## src/panel_out_cfg.svh

```systemverilog
// Constants of the synchronous panel output stage: offsets, fields, resets, timing.
// Assumes inclusion by bare name from files that need the numbers.
`ifndef PANEL_OUT_CFG_SVH
`define PANEL_OUT_CFG_SVH

// Register word indices on the plain register port
`define CFG_ADDR 4'h0
`define HRES_ADDR 4'h1
`define RST_ADDR 4'h2
`define STAT_ADDR 4'h3

// Field positions of panel_config_register
`define CFG_POL_BIT 0
`define CFG_LAUNCH_BIT 1
`define CFG_ASYNC_BIT 2
`define CFG_SYNC_EN_BIT 3
`define CFG_DIV_LSB 8
`define CFG_DIV_MSB 15

// Field positions of the reset, status and horizontal resolution words
`define RST_LEVEL_BIT 0
`define RST_PULSE_BIT 1
`define STAT_SHORT_BIT 0
`define STAT_PCLK_BIT 1
`define STAT_RST_BIT 2
`define STAT_EMPTY_BIT 3
`define HRES_MSB 11

// Reset values and limits
`define DIV_RESET 8'h04
`define DIV_MIN 8'h03
`define HRES_RESET 12'h320
`define HRES_SVGA 12'h320
`define HRES_MIN 12'h001
`define RGB_MAX 24

// Timing: pixel clock ceiling and panel reset width
`define CLK_PERIOD_NS 100
`define CLK_KHZ 10000
`define PCLK_MAX_KHZ 44400
`define RST_WIDTH_NS 15
`define RST_PULSE_RAW ((`RST_WIDTH_NS + `CLK_PERIOD_NS - 1) / `CLK_PERIOD_NS)
`define RST_PULSE_CYCLES ((`RST_PULSE_RAW < 1) ? 1 : `RST_PULSE_RAW)

`endif

```

## src/panel_out_pkg.sv

```systemverilog
// Types shared by the panel output stage.
// Assumes the cfg header supplies all numeric constants.
package panel_out_pkg;

	// Panel reset pulse sequencer
	typedef enum logic [1:0] {
		RST_IDLE = 2'b01,
		RST_PULSE = 2'b10
	} rst_state_e;

	// Per-pixel side-band flags carried beside the colour bits
	typedef struct packed {
		logic vsync;
		logic hsync;
		logic de;
	} pix_flags_s;

endpackage : panel_out_pkg

```

## src/pix_stream_if.sv

```systemverilog
// Valid/ready carrier for pixel words between buffer and output stage.
// Assumes one clock shared by both ends.
`timescale 1ns/1ps
interface pix_stream_if #(parameter int W = 27);
	logic valid;
	logic ready;
	logic [W-1:0] data;
	modport source (output valid, output data, input ready);
	modport sink (input valid, input data, output ready);
endinterface : pix_stream_if

```

## src/pix_skid_buffer.sv

```systemverilog
// Two-entry pixel buffer, valid/ready on both sides.
// Assumes the drain side may stall for any number of cycles.
`timescale 1ns/1ps
module pix_skid_buffer #(
	parameter int W = 27,
	parameter int DEPTH = 2
) (
	// Clock and control
	input wire logic clk,
	input wire logic arst_n,
	input wire logic ce,
	// Filling side
	input wire logic s_valid,
	output logic s_ready,
	input wire logic [W-1:0] s_data,
	// Draining side
	pix_stream_if.source m
);
	if (DEPTH != 2) begin : g_bad_depth
		$error("pix_skid_buffer serves a depth of two only");
	end

	typedef struct packed {
		logic [DEPTH-1:0][W-1:0] mem;
		logic wp;
		logic rp;
		logic [1:0] cnt;
		logic ready;
		logic valid;
	} buf_s;

	buf_s st_reg;
	buf_s st_next;
	logic push;
	logic pop;

	////////////////////////////////////////////////////////////////////////
	// Next state; ready and valid are registered so ports come from flops
	always_comb begin
		st_next = st_reg;
		push = s_valid && st_reg.ready;
		pop = st_reg.valid && m.ready;
		if (push) begin
			st_next.mem[st_reg.wp] = s_data;
			st_next.wp = ~st_reg.wp;
		end
		if (pop) begin
			st_next.rp = ~st_reg.rp;
		end
		st_next.cnt = st_reg.cnt + 2'(push) - 2'(pop);
		st_next.ready = (st_next.cnt != 2'h2);
		st_next.valid = (st_next.cnt != 2'h0);
	end

	// State register, frozen while ce is low
	always_ff @(posedge clk or negedge arst_n) begin
		if (!arst_n) begin
			st_reg <= '0;
			st_reg.ready <= 1'b1;
		end else if (ce) begin
			st_reg <= st_next;
		end
	end

	assign s_ready = st_reg.ready;
	assign m.valid = st_reg.valid;
	assign m.data = st_reg.mem[st_reg.rp];

	// A full buffer with no drain keeps its head word and takes nothing
	chk_full_refuses: assert property (@(posedge clk) disable iff (!arst_n)
		(ce && st_reg.cnt == 2'h2 && !m.ready) |=> (st_reg.cnt == 2'h2 && $stable(m.data)))
		else $error("buffer lost a word while full");

endmodule : pix_skid_buffer

```

## src/sync_panel_pixel_output.sv

```systemverilog
// Output stage of a synchronous RGB panel port: launch edge, polarity, syncs, reset.
// Assumes pixel words arrive already timed, one word per pixel clock slot.
//
// Notes on behaviour
// - Rising-edge launch for falling-edge sampling panel
// - Active-high polarity passes colour bits unchanged
// - Active-low polarity inverts every RGB bit
// - Polarity chosen by software config register field
// - Panel reset held low at least 15 ns
// - Synchronous or asynchronous panel, never both
// - Up to 24-bit RGB, up to SVGA width
// - Data enable, pixel clock, optional line/frame syncs
// - Pixel clock stays below 44.4 MHz
// - Data enable lasts at most horizontal resolution per line
// - Pixel clock period at least three clocks
`timescale 1ns/1ps
`include "panel_out_cfg.svh"
module sync_panel_pixel_output #(
	parameter int RGB_W = 24
) (
	// Clock, reset, enable
	input wire logic clk,
	input wire logic arst_n,
	input wire logic ce,
	// Register port
	input wire logic [3:0] reg_addr,
	input wire logic [31:0] reg_wdata,
	input wire logic reg_we,
	input wire logic reg_re,
	output logic [31:0] reg_rdata,
	// Pixel stream in
	input wire logic pix_valid,
	output logic pix_ready,
	input wire logic [RGB_W-1:0] pix_rgb,
	input wire logic pix_de,
	input wire logic pix_hsync,
	input wire logic pix_vsync,
	// Panel pins
	output logic panel_pixel_clock,
	output logic [RGB_W-1:0] panel_rgb,
	output logic panel_de,
	output logic panel_hsync_n,
	output logic panel_vsync_n,
	output logic panel_reset_n,
	output logic async_panel_select
);
	localparam int W = RGB_W + 3;
	localparam logic [3:0] RST_CYC = 4'(`RST_PULSE_CYCLES);

	if (RGB_W < 1 || RGB_W > `RGB_MAX) begin : g_bad_width
		$error("RGB width must be 1 to 24 bits");
	end
	if (`CLK_KHZ / `DIV_MIN >= `PCLK_MAX_KHZ) begin : g_bad_clock
		$error("system clock too fast for pixel clock ceiling");
	end
	if (`RST_PULSE_CYCLES > 15) begin : g_bad_rst
		$error("panel reset count exceeds its counter");
	end

	typedef struct packed {
		logic [31:0] rdata;
		logic pol;
		logic launch_rise;
		logic async_sel;
		logic sync_en;
		logic [7:0] div;
		logic [7:0] div_run;
		logic [11:0] hres;
		logic rst_level;
		panel_out_pkg::rst_state_e rst_state;
		logic [3:0] rst_cnt;
		logic panel_rst_n;
		logic line_short;
		logic [7:0] cnt;
		logic pclk;
		logic [RGB_W-1:0] rgb;
		logic de;
		logic hsync_n;
		logic vsync_n;
		logic [11:0] de_cnt;
	} out_s;

	out_s st_reg;
	out_s st_next;
	pix_stream_if #(.W(W)) bus ();

	panel_out_pkg::pix_flags_s fl;
	logic [RGB_W-1:0] in_rgb;
	logic [7:0] div_eff;
	logic [7:0] half;
	logic [7:0] cnt_nx;
	logic pclk_nx;
	logic launch;
	logic take;
	logic [11:0] hres_w;

	// Address decode used by the write paths; reads decode with a case
	function automatic logic hit(input logic [3:0] a, input logic [3:0] idx);
		return a == idx;
	endfunction : hit

	////////////////////////////////////////////////////////////////////////
	// Input buffer; a stalled panel slot leaves words waiting here
	pix_skid_buffer #(
		.W(W),
		.DEPTH(2)
	) u_buf (
		.clk(clk),
		.arst_n(arst_n),
		.ce(ce),
		.s_valid(pix_valid),
		.s_ready(pix_ready),
		.s_data({pix_vsync, pix_hsync, pix_de, pix_rgb}),
		.m(bus.source)
	);

	assign fl = bus.data[W-1:RGB_W];
	assign in_rgb = bus.data[RGB_W-1:0];
	// Buffer drains only on a launch slot in synchronous mode
	assign bus.ready = launch;

	////////////////////////////////////////////////////////////////////////
	// Divider clamped to three system clocks at least
	assign div_eff = (st_reg.div_run < `DIV_MIN) ? `DIV_MIN : st_reg.div_run;
	assign half = div_eff >> 1;
	assign cnt_nx = (st_reg.cnt >= div_eff - 8'h01) ? 8'h00 : st_reg.cnt + 8'h01;
	assign pclk_nx = !st_reg.async_sel && (cnt_nx < half);
	assign launch = !st_reg.async_sel &&
		(st_reg.launch_rise ? (pclk_nx && !st_reg.pclk) : (!pclk_nx && st_reg.pclk));
	assign take = launch && bus.valid;
	assign hres_w = reg_wdata[`HRES_MSB:0];

	////////////////////////////////////////////////////////////////////////
	// Next state of registers, divider, reset sequencer and pins
	always_comb begin
		st_next = st_reg;
		st_next.rdata = '0;
		// Register writes
		if (reg_we && hit(reg_addr, `CFG_ADDR)) begin
			st_next.pol = reg_wdata[`CFG_POL_BIT];
			st_next.launch_rise = reg_wdata[`CFG_LAUNCH_BIT];
			st_next.async_sel = reg_wdata[`CFG_ASYNC_BIT];
			st_next.sync_en = reg_wdata[`CFG_SYNC_EN_BIT];
			st_next.div = reg_wdata[`CFG_DIV_MSB:`CFG_DIV_LSB];
		end
		if (reg_we && hit(reg_addr, `HRES_ADDR)) begin
			if (hres_w > `HRES_SVGA) begin
				st_next.hres = `HRES_SVGA;
			end else if (hres_w < `HRES_MIN) begin
				st_next.hres = `HRES_MIN;
			end else begin
				st_next.hres = hres_w;
			end
		end
		if (reg_we && hit(reg_addr, `STAT_ADDR) && reg_wdata[`STAT_SHORT_BIT]) begin
			st_next.line_short = 1'b0;
		end
		// Register reads, data in the following cycle only
		if (reg_re) begin
			unique case (reg_addr)
				`CFG_ADDR: begin
					st_next.rdata[`CFG_POL_BIT] = st_reg.pol;
					st_next.rdata[`CFG_LAUNCH_BIT] = st_reg.launch_rise;
					st_next.rdata[`CFG_ASYNC_BIT] = st_reg.async_sel;
					st_next.rdata[`CFG_SYNC_EN_BIT] = st_reg.sync_en;
					st_next.rdata[`CFG_DIV_MSB:`CFG_DIV_LSB] = st_reg.div;
				end
				`HRES_ADDR: begin
					st_next.rdata[`HRES_MSB:0] = st_reg.hres;
				end
				`RST_ADDR: begin
					st_next.rdata[`RST_LEVEL_BIT] = st_reg.rst_level;
				end
				`STAT_ADDR: begin
					st_next.rdata[`STAT_SHORT_BIT] = st_reg.line_short;
					st_next.rdata[`STAT_PCLK_BIT] = st_reg.pclk;
					st_next.rdata[`STAT_RST_BIT] = !st_reg.panel_rst_n;
					st_next.rdata[`STAT_EMPTY_BIT] = !bus.valid;
				end
				default: begin
					st_next.rdata = '0;
				end
			endcase
		end

		// Software reset line and timed low pulse
		if (reg_we && hit(reg_addr, `RST_ADDR)) begin
			st_next.rst_level = reg_wdata[`RST_LEVEL_BIT];
		end
		unique case (st_reg.rst_state)
			panel_out_pkg::RST_IDLE: begin
				if (reg_we && hit(reg_addr, `RST_ADDR) && reg_wdata[`RST_PULSE_BIT]) begin
					st_next.rst_state = panel_out_pkg::RST_PULSE;
					st_next.rst_cnt = RST_CYC;
				end
			end
			panel_out_pkg::RST_PULSE: begin
				st_next.rst_cnt = st_reg.rst_cnt - 4'h1;
				if (st_reg.rst_cnt == 4'h1) begin
					st_next.rst_state = panel_out_pkg::RST_IDLE;
				end
			end
			default: begin
				st_next.rst_state = panel_out_pkg::RST_IDLE;
			end
		endcase
		st_next.panel_rst_n = !(st_next.rst_level ||
			(st_next.rst_state == panel_out_pkg::RST_PULSE));

		// Asynchronous panel parks every synchronous pin
		if (st_reg.async_sel) begin
			st_next.cnt = '0;
			st_next.div_run = st_reg.div;
			st_next.pclk = 1'b0;
			st_next.de = 1'b0;
			st_next.rgb = '0;
			st_next.hsync_n = 1'b1;
			st_next.vsync_n = 1'b1;
			st_next.de_cnt = '0;
		end else begin
			st_next.cnt = cnt_nx;
			st_next.pclk = pclk_nx;
			// New divider only at a period boundary, so no short pulse
			if (cnt_nx == 8'h00) begin
				st_next.div_run = st_reg.div;
			end
		end

		// With a synchronous panel, data and sync pins change only in a launch slot
		if (launch) begin
			if (take) begin
				st_next.rgb = st_reg.pol ? ~in_rgb : in_rgb;
				st_next.de = fl.de && (st_reg.de_cnt < st_reg.hres);
				if (fl.de && (st_reg.de_cnt < st_reg.hres)) begin
					st_next.de_cnt = st_reg.de_cnt + 12'h001;
				end
				// Syncs only when enabled, active low
				st_next.hsync_n = !(fl.hsync && st_reg.sync_en);
				st_next.vsync_n = !(fl.vsync && st_reg.sync_en);
				if (fl.hsync) begin
					st_next.de_cnt = '0;
					// Set wins over a same-cycle software clear
					if (st_reg.de_cnt != 12'h000 && st_reg.de_cnt != st_reg.hres) begin
						st_next.line_short = 1'b1;
					end
				end
			end else begin
				// Underrun: idle pixel, blank slot rather than stale data
				st_next.rgb = st_reg.pol ? '1 : '0;
				st_next.de = 1'b0;
				st_next.hsync_n = 1'b1;
				st_next.vsync_n = 1'b1;
			end
		end
	end

	////////////////////////////////////////////////////////////////////////
	// State register; ce low freezes everything including the divider
	always_ff @(posedge clk or negedge arst_n) begin
		if (!arst_n) begin
			st_reg <= '0;
			st_reg.div <= `DIV_RESET;
			st_reg.div_run <= `DIV_RESET;
			st_reg.hres <= `HRES_RESET;
			st_reg.rst_state <= panel_out_pkg::RST_IDLE;
			st_reg.panel_rst_n <= 1'b1;
			st_reg.hsync_n <= 1'b1;
			st_reg.vsync_n <= 1'b1;
		end else if (ce) begin
			st_reg <= st_next;
		end
	end

	// Pins straight from the state register
	assign reg_rdata = st_reg.rdata;
	assign panel_pixel_clock = st_reg.pclk;
	assign panel_rgb = st_reg.rgb;
	assign panel_de = st_reg.de;
	assign panel_hsync_n = st_reg.hsync_n;
	assign panel_vsync_n = st_reg.vsync_n;
	assign panel_reset_n = st_reg.panel_rst_n;
	assign async_panel_select = st_reg.async_sel;

	////////////////////////////////////////////////////////////////////////
	// Checks beside the logic
	chk_rise_launch_data: assert property (@(posedge clk) disable iff (!arst_n)
		($changed(st_reg.rgb) && $past(st_reg.launch_rise) && !st_reg.async_sel)
		|-> st_reg.pclk)
		else $error("rising launch changed data away from rising edge");

	chk_pol_high_pass: assert property (@(posedge clk) disable iff (!arst_n)
		(ce && take && !st_reg.pol) |=> (st_reg.rgb == $past(in_rgb)))
		else $error("active-high pixel not passed unchanged");

	chk_pol_low_invert: assert property (@(posedge clk) disable iff (!arst_n)
		(ce && take && st_reg.pol) |=> (st_reg.rgb == ~$past(in_rgb)))
		else $error("active-low pixel not inverted");

	chk_pol_field_write: assert property (@(posedge clk) disable iff (!arst_n)
		(ce && reg_we && reg_addr == `CFG_ADDR)
		|=> (st_reg.pol == $past(reg_wdata[`CFG_POL_BIT])))
		else $error("polarity field not taken from write");

	chk_reset_pulse_low: assert property (@(posedge clk) disable iff (!arst_n)
		(ce && reg_we && reg_addr == `RST_ADDR && reg_wdata[`RST_PULSE_BIT]
		&& st_reg.rst_state == panel_out_pkg::RST_IDLE)
		|=> !panel_reset_n)
		else $error("panel reset pulse missing");

	chk_async_parks_sync: assert property (@(posedge clk) disable iff (!arst_n)
		($past(st_reg.async_sel) && st_reg.async_sel)
		|-> (!panel_pixel_clock && !panel_de && async_panel_select))
		else $error("synchronous pins active with asynchronous panel");

	chk_hres_svga_cap: assert property (@(posedge clk) disable iff (!arst_n)
		st_reg.hres <= `HRES_SVGA && st_reg.hres >= `HRES_MIN)
		else $error("horizontal resolution beyond SVGA");

	chk_sync_disabled_idle: assert property (@(posedge clk) disable iff (!arst_n)
		(ce && launch && !st_reg.sync_en) |=> (panel_hsync_n && panel_vsync_n))
		else $error("sync pulse while syncs disabled");

	chk_pclk_third_rate: assert property (@(posedge clk) disable iff (!arst_n)
		$rose(st_reg.pclk) |=> !$rose(st_reg.pclk) ##1 !$rose(st_reg.pclk))
		else $error("pixel clock faster than a third of system clock");

	chk_de_count_cap: assert property (@(posedge clk) disable iff (!arst_n)
		st_reg.de |-> (st_reg.de_cnt <= st_reg.hres && st_reg.de_cnt != 12'h000))
		else $error("data enable beyond horizontal resolution");

	chk_pins_on_edge: assert property (@(posedge clk) disable iff (!arst_n)
		($changed(st_reg.de) || $changed(st_reg.hsync_n)) && !st_reg.async_sel
		&& !$past(st_reg.async_sel) |-> $changed(st_reg.pclk))
		else $error("pins changed away from a pixel clock edge");

endmodule : sync_panel_pixel_output

```

## config.mk

```make
export PLATFORM = sky130hd
export DESIGN_NAME = sync_panel_pixel_output
export DESIGN_NICKNAME = d
export VERILOG_FILES = /design/src/panel_out_pkg.sv /design/src/pix_stream_if.sv /design/src/pix_skid_buffer.sv /design/src/sync_panel_pixel_output.sv
export VERILOG_INCLUDE_DIRS = /design/src /design/src/src
export SDC_FILE = /design/constraint.sdc
export NUM_CORES = 1
export LEC_CHECK = 0
export BUFFER_PORTS_ARGS = -buffer_cell sky130_fd_sc_hd__buf_4
export CAP_MARGIN = 25
export CORE_ASPECT_RATIO = 0.5
export CORE_MARGIN = 1.5
export CORE_UTILIZATION = 58
export CTS_CLUSTER_SIZE = 12
export DETAILED_ROUTE_END_ITERATION = 8
export PLACE_DENSITY = 0.87
export SYNTH_ARGS = -nofsm -noshare
export SYNTH_HDL_FRONTEND = slang
export SYNTH_SLANG_ARGS = --single-unit
```

## constraint.sdc

```tcl
create_clock -name clk -period 7 [get_ports clk]
set_input_delay 1.4 -clock clk [delete_from_list [all_inputs] [get_ports clk]]
set_output_delay 1.4 -clock clk [all_outputs]
set_load 0.05 [all_outputs]
```

After elaboration in Yosys (flattened, before gate mapping)

Index checks and enable logic that the tools add are counted.

Word-level logic and storage cells: 132
Output and inout port bits: 63
Bits in registers: 181
Bits of input ports: 69

Bitwise operators: 3
Eq/ne operators: 10
Add/sub/neg operators: 6
Reductions and logical operators: 40
Mux-type cells: 37
Magnitude comparators: 9

Operators with widths:

| operator                                                                      | count |
|---|---|
| 27-bit two-way mux                                                            | 4 |
| 39-bit two-way mux                                                            | 2 |
| 12-bit two-way mux                                                            | 5 |
| 54-bit bitwise mux                                                            | 1 |
| 24-bit two-way mux                                                            | 2 |
| 8-bit two-way mux                                                             | 4 |
| 27-bit demux with 1-bit select                                                | 1 |
| 24-bit inverter                                                               | 1 |
| 1-bit logical AND                                                             | 17 |
| 16-bit two-way mux                                                            | 1 |
| 4-bit case mux with 2 select lines                                            | 2 |
| 12-bit by 1-bit adder with 12-bit output, second input constant               | 1 |
| 12-bit by 10-bit > comparator with 1-bit output, second input constant        | 1 |
| 12-bit by 1-bit less-than comparator with 1-bit output, second input constant | 1 |
| 12-bit less-than comparator                                                   | 1 |
| 12-bit != test                                                                | 1 |
| 2-bit AND reduction                                                           | 6 |
| 12-bit nonzero test                                                           | 1 |
| 9-bit two-way mux                                                             | 1 |
| 3-bit case mux with 3 select lines                                            | 1 |
| 8-bit by 1-bit adder with 8-bit output, second input constant                 | 1 |
| 4-bit by 1-bit equality test with 1-bit output, second input constant         | 2 |
| 4-bit by 2-bit equality test with 1-bit output, second input constant         | 2 |
| 8-bit greater-or-equal comparator                                             | 1 |
| 24 further kinds                                                              | 45 |

Depth between registers and ports, before layout

Depth in word-level cells: 14
Gate-level depth with buffers: 27
Mapped depth without buffers: 26

Modules after synthesis

Synthesis repeated with hierarchy kept, for this count alone.

Cell total of the unflattened synthesis: 847
Area total of the unflattened synthesis: 9432.8 µm²

By module, submodules not included:

| module                  | area each (µm²) | sequential area each (µm²) | cells each | times used |
|---|---|---|---|---|
| sync_panel_pixel_output | 6702.7          | 2638.8                     | 675        | 1 |
| pix_skid_buffer         | 2730.1          | 1502.7                     | 172        | 1 |

Worst setup path after synthesis

No wires, ideal clock.

Kind: register to register
Start: reg st_reg[71] (netlist bit)
End: reg u_buf.st_reg (netlist bit u_buf.m.valid)
Data required time: 6.865 ns
Arrival time: 5.007 ns
Path buffers: 1
Clock period less this slack: 5.142 ns
Setup time: 0.135 ns
Stages on the path, launching flop included: 28
Path slack: 1.858 ns
Cell sequence: dfstp_2 -> inv_1 -> nand3_1 -> nor3_1 -> nor3_1 -> nand2_1 -> and2_1 -> ha_1 -> or4_1 -> a21oi_1 -> o31ai_1 -> buf_2 -> nor2_1 -> ha_1 -> and4_1 -> a211oi_1 -> o2111ai_1 -> a41oi_2 -> mux2_4 -> nand2_1 -> nor2_1 -> ha_1 -> inv_1 -> ha_1 -> xor2_1 -> xor2_1 -> o21ai_0 -> o21ai_0

Word-level cells in the longest chain between the ends: 14
Elaborated cells on any way between the ends: 15
Those cells by class: add/sub (2); order compare (3); mux (3); reduce/logical (7)

RTL lines:

| what                                                            | line                           | RTL |
|---|---|---|
| start: declaration                                              | sync_panel_pixel_output.sv:83  | `out_s st_reg;` |
| start signal: assignment                                        | sync_panel_pixel_output.sv:270 | `st_reg <= st_next;` |
| 8-bit by 2-bit less-than comparator with 1-bit output (no line) | --                             |  |
| 8-bit two-way mux *                                             | sync_panel_pixel_output.sv:124 | `` assign div_eff = (st_reg.div_run < `DIV_MIN) ? `DIV_MIN : st_reg.div_run; `` |
| 8-bit by 1-bit subtractor with 8-bit output                     | sync_panel_pixel_output.sv:126 | `assign cnt_nx = (st_reg.cnt >= div_eff - 8'h01) ? 8'h00 : st_reg.cnt + 8'h01;` |
| 8-bit greater-or-equal comparator                               | sync_panel_pixel_output.sv:126 |  |
| 8-bit two-way mux                                               | sync_panel_pixel_output.sv:126 |  |
| 8-bit by 7-bit less-than comparator with 1-bit output *         | sync_panel_pixel_output.sv:127 | `assign pclk_nx = !st_reg.async_sel && (cnt_nx < half);` |
| 1-bit logical AND *                                             | sync_panel_pixel_output.sv:127 |  |
| 1-bit zero test                                                 | sync_panel_pixel_output.sv:129 | `(st_reg.launch_rise ? (pclk_nx && !st_reg.pclk) : (!pclk_nx && st_reg.pclk));` |
| 1-bit logical AND                                               | sync_panel_pixel_output.sv:129 |  |
| 1-bit two-way mux *                                             | sync_panel_pixel_output.sv:129 |  |
| 1-bit logical AND *                                             | sync_panel_pixel_output.sv:128 | `assign launch = !st_reg.async_sel &&` |
| 1-bit logical AND *                                             | pix_skid_buffer.sv:42          | `pop = st_reg.valid && m.ready;` |
| 2-bit by 1-bit subtractor with 2-bit output *                   | pix_skid_buffer.sv:50          | `st_next.cnt = st_reg.cnt + 2'(push) - 2'(pop);` |
| 2-bit nonzero test *                                            | pix_skid_buffer.sv:52          | `st_next.valid = (st_next.cnt != 2'h0);` |
| end signal: assignment                                          | pix_skid_buffer.sv:61          | `st_reg <= st_next;` |
| end: declaration                                                | pix_skid_buffer.sv:32          | `buf_s st_reg;` |

Mark *: on every way between the ends. The rest lies on a longest branch, timed or not.
A chain may end at the register's enable or synchronous reset.

Final worst setup path

Same ends and word-level chain as after synthesis.

==> impl_metrics.csv <==
group,metric,value,unit
sta,relSlewSlack,0.259,
cells_and_area,largest_reg_flops,59,
clocking,numCtsBuffers,17,
floorplan,design.portCount,132,
synthesis,synth_fa_ha_area_frac,0.0478,
clocking,ctsHtreeMaxLevel,4,
synthesis,synthArstFlopShare,1.00,
routing,viasPerCell,5.96,
clocking,clk_latency,0.42,ns
routing,met3_wirelength,1.35,mm
routing,wire_per_inst,17.9,µm
cells_and_area,drive_gt1_frac,0.267,
sta,tightest_slew,1.10,ns
power_and_ir_drop,p_per_area,404,nW/µm²
sta,fin_skew,0.0104,ns
critical_path,crit_buf_inv,3,
global_route,first_global_vias,6427,
sta,hold_viol_final,0,
sta,max_freq,0.171,GHz
run_status,status,"complete, no violations",
critical_path,cp_max_fo,15,
synthesis,synth.most_common_cell,"dfrtp_1",
critical_path,start_kind,"flip-flop",
sta,final.setup.tns,0,ns
clocking,clock-sinks,165,
critical_path,cp_slowest_cell,"dfstp_2",
synthesis,syn_area_per_cell,10.8,µm²
critical_path,crit_arrival,6.12,ns
critical_path,critPathRequiredTime,7.27,ns
cells_and_area,antennaDiodeCount,0,
global_route,grt.overflow.total,0,
sta,finalCritPeriodShare,0.837,
sta,setup_viol,0,
synthesis,synthCells,824,
synthesis,synth.mux.area_fraction,0.161,
critical_path,worstSetupPathType,"flip-flop to flip-flop",
synthesis,ys_types,64,
synthesis,synth_top_area_frac,0.436,
synthesis,synthFlopType,"dfrtp_1",
routing,postRouteAntennaNets,0,
floorplan,start_util,0.604,
power_and_ir_drop,ir_drop,0.228,mV
cells_and_area,area_delta_synth_final,12.6,%
power_and_ir_drop,power_leakage,4.73,nW
synthesis,synth_xor_area_frac,0.0138,
sta,worst_slack,1.14,ns
floorplan,rows,31,
placement,gp_congestion,0.920,
placement,hpwl,12.9,mm
synthesis,synth_top_family_by_area,"multiplexers",
routing,met2_length,9.08,mm
clocking,clk_path_buf_depth,2,
clocking,path_clk_slew,0.07,ns
global_route,grt_pass1_wl,32.1,mm
global_route,antenna_found_initial,0,
global_route,grt_usage,0.252,
synthesis,yosys_register_bits,165,
critical_path,crit_top_cell,"ha_1",
routing,drcViolationCount,0,
sta,slew_viol_final,0,
critical_path,cpPeakStageDelay,0.57,ns
worst_hold_path,hp-class,"flip-flop to flip-flop",
floorplan,die-area,16100,µm²
sta,whs,0.468,ns
synthesis,yosysWarnings,0,
synthesis,synth_top_cell_by_area,"dfrtp_1",
routing,via_count,6460,
synthesis,ys_top_cells_by_count,"dfrtp_1 (155), mux2_2 (78), inv_1 (68)",
routing,drt_iter0_drc,556,
clocking,root_buffer,"clkbuf_16",
routing,drt_wl_total,19.4,mm
synthesis,synth_edf_count,0,
clocking,postCtsHoldBufs,0,
cells_and_area,fillCellCount,1103,
run,max_cap_viol_count,0,
clocking,post_cts_resized,0,
clocking,cts_tree,"built",
sta,layout_min_cycle_time,5.86,ns
floorplan,dieHeight,90.6,µm
critical_path,critPathTopFamily,"simple AND/OR/NAND/NOR gates",
routing,top_layer_used,"met4",
sta,rsz0062_at_grt,"false",
floorplan,core_region_area,14700,µm²
synthesis,synth_area,8900,µm²
placement,port_buffers,99,
global_route,grt_max_degree,91,
placement,pre_cts_slack,1.31,ns
cells_and_area,nNetsFinal,976,
clocking,post_cts_buffers,0,
synthesis,synth.area.top_cells,"dfrtp_1 (44%), mux2_2 (9.9%), mux2i_1 (6.0%)",
synthesis,synth_compound_area_frac,0.131,
synthesis,seq_area_frac_synth,0.465,
floorplan,die_w,178,µm
routing,first_pass_iters,5,
synthesis,synth_simple_gate_area_frac,0.0877,
routing,drt-met1-wl,8.76,mm
critical_path,end_kind,"flip-flop",
==> per-stage QoR <==
stage	area [µm²]	total power, mW	cells	utilization
floorplan	8960	2.81	839	-
global placement	9430	3.10	1049	0.640
detailed placement	9450	3.17	1051	0.641
CTS	10000	4.07	1083	0.678
global route	10000	4.33	1084	0.680
finish	10000	4.05	1084	0.680
==> power breakdown <==
part | internal [mW] | leakage (nW) | switching, mW | total (mW)
clock network | 0.470 | 0.262 | 0.401 | 0.871
registers | 1.26 | 2.08 | 0.261 | 1.52
logic | 0.746 | 2.39 | 0.915 | 1.66
==> cells in the final DEF (no fill, tap or decap), drive strengths merged, types with 24 or more instances in the layout <==
cell type	n
nand2	43
mux2	79
ha	34
inv	72
mux2i	54
o2bb2ai	24
buf	108
dfrtp	155
nor2	31
o21ai	25
==> layer usage <==
layer	vias to the layer above	GRT usage
met5	-	0
met4	0	0.0618
met3	19	0.0627
met2	242	0.399
met1	3203	0.349
li1	2996	-
==> kinds of logic after synthesis <==
kind of cell	Yosys count
adders and majority gates	34
and+or+nand+nor	157
muxes	133
xor gates and xnor gates	14
AOI/OAI and AO/OA	159
other	1
DFF	165
buffers and inverters	161
==> path summary, 6_finish.rpt <==
path	startpoint	end	slack, ns	cells after the start
min	panel_vsync_n$_DFFE_PN1P_	panel_vsync_n$_DFFE_PN1P_	0.47	2
min reg2reg	panel_vsync_n$_DFFE_PN1P_	panel_vsync_n$_DFFE_PN1P_	0.47	2
max reg2reg	st_reg[71]$_DFFE_PN1P_	u_buf.m.valid$_DFFE_PN0P_	1.14	27
max in group asynchronous	arst_n	panel_vsync_n$_DFFE_PN1P_	4.89	3
max	st_reg[71]$_DFFE_PN1P_	u_buf.m.valid$_DFFE_PN0P_	1.14	27
min in group asynchronous	arst_n	st_reg[43]$_DFFE_PN0P_	1.06	1
==> final cells by class <==
class / count / area, µm² / area share
Timing Repair Buffer: 108 / 840 / 0.0837
Clock buffer: 20 / 447 / 0.0446
Clock inverter: 12 / 98.8 / 0.00986
Multi-Input combinational cell: 513 / 3990 / 0.398
Tap cell: 198 / 248 / 0.0247
Inverter: 68 / 255 / 0.0255
Sequential cell: 165 / 4140 / 0.413
==> worst min-delay path, cell delays in order (launching register included) <==
cell	delay [ns]
dfstp_2	0.37
inv_1	0.05
a32oi_1	0.05
(Power assumes the default switching activity.)
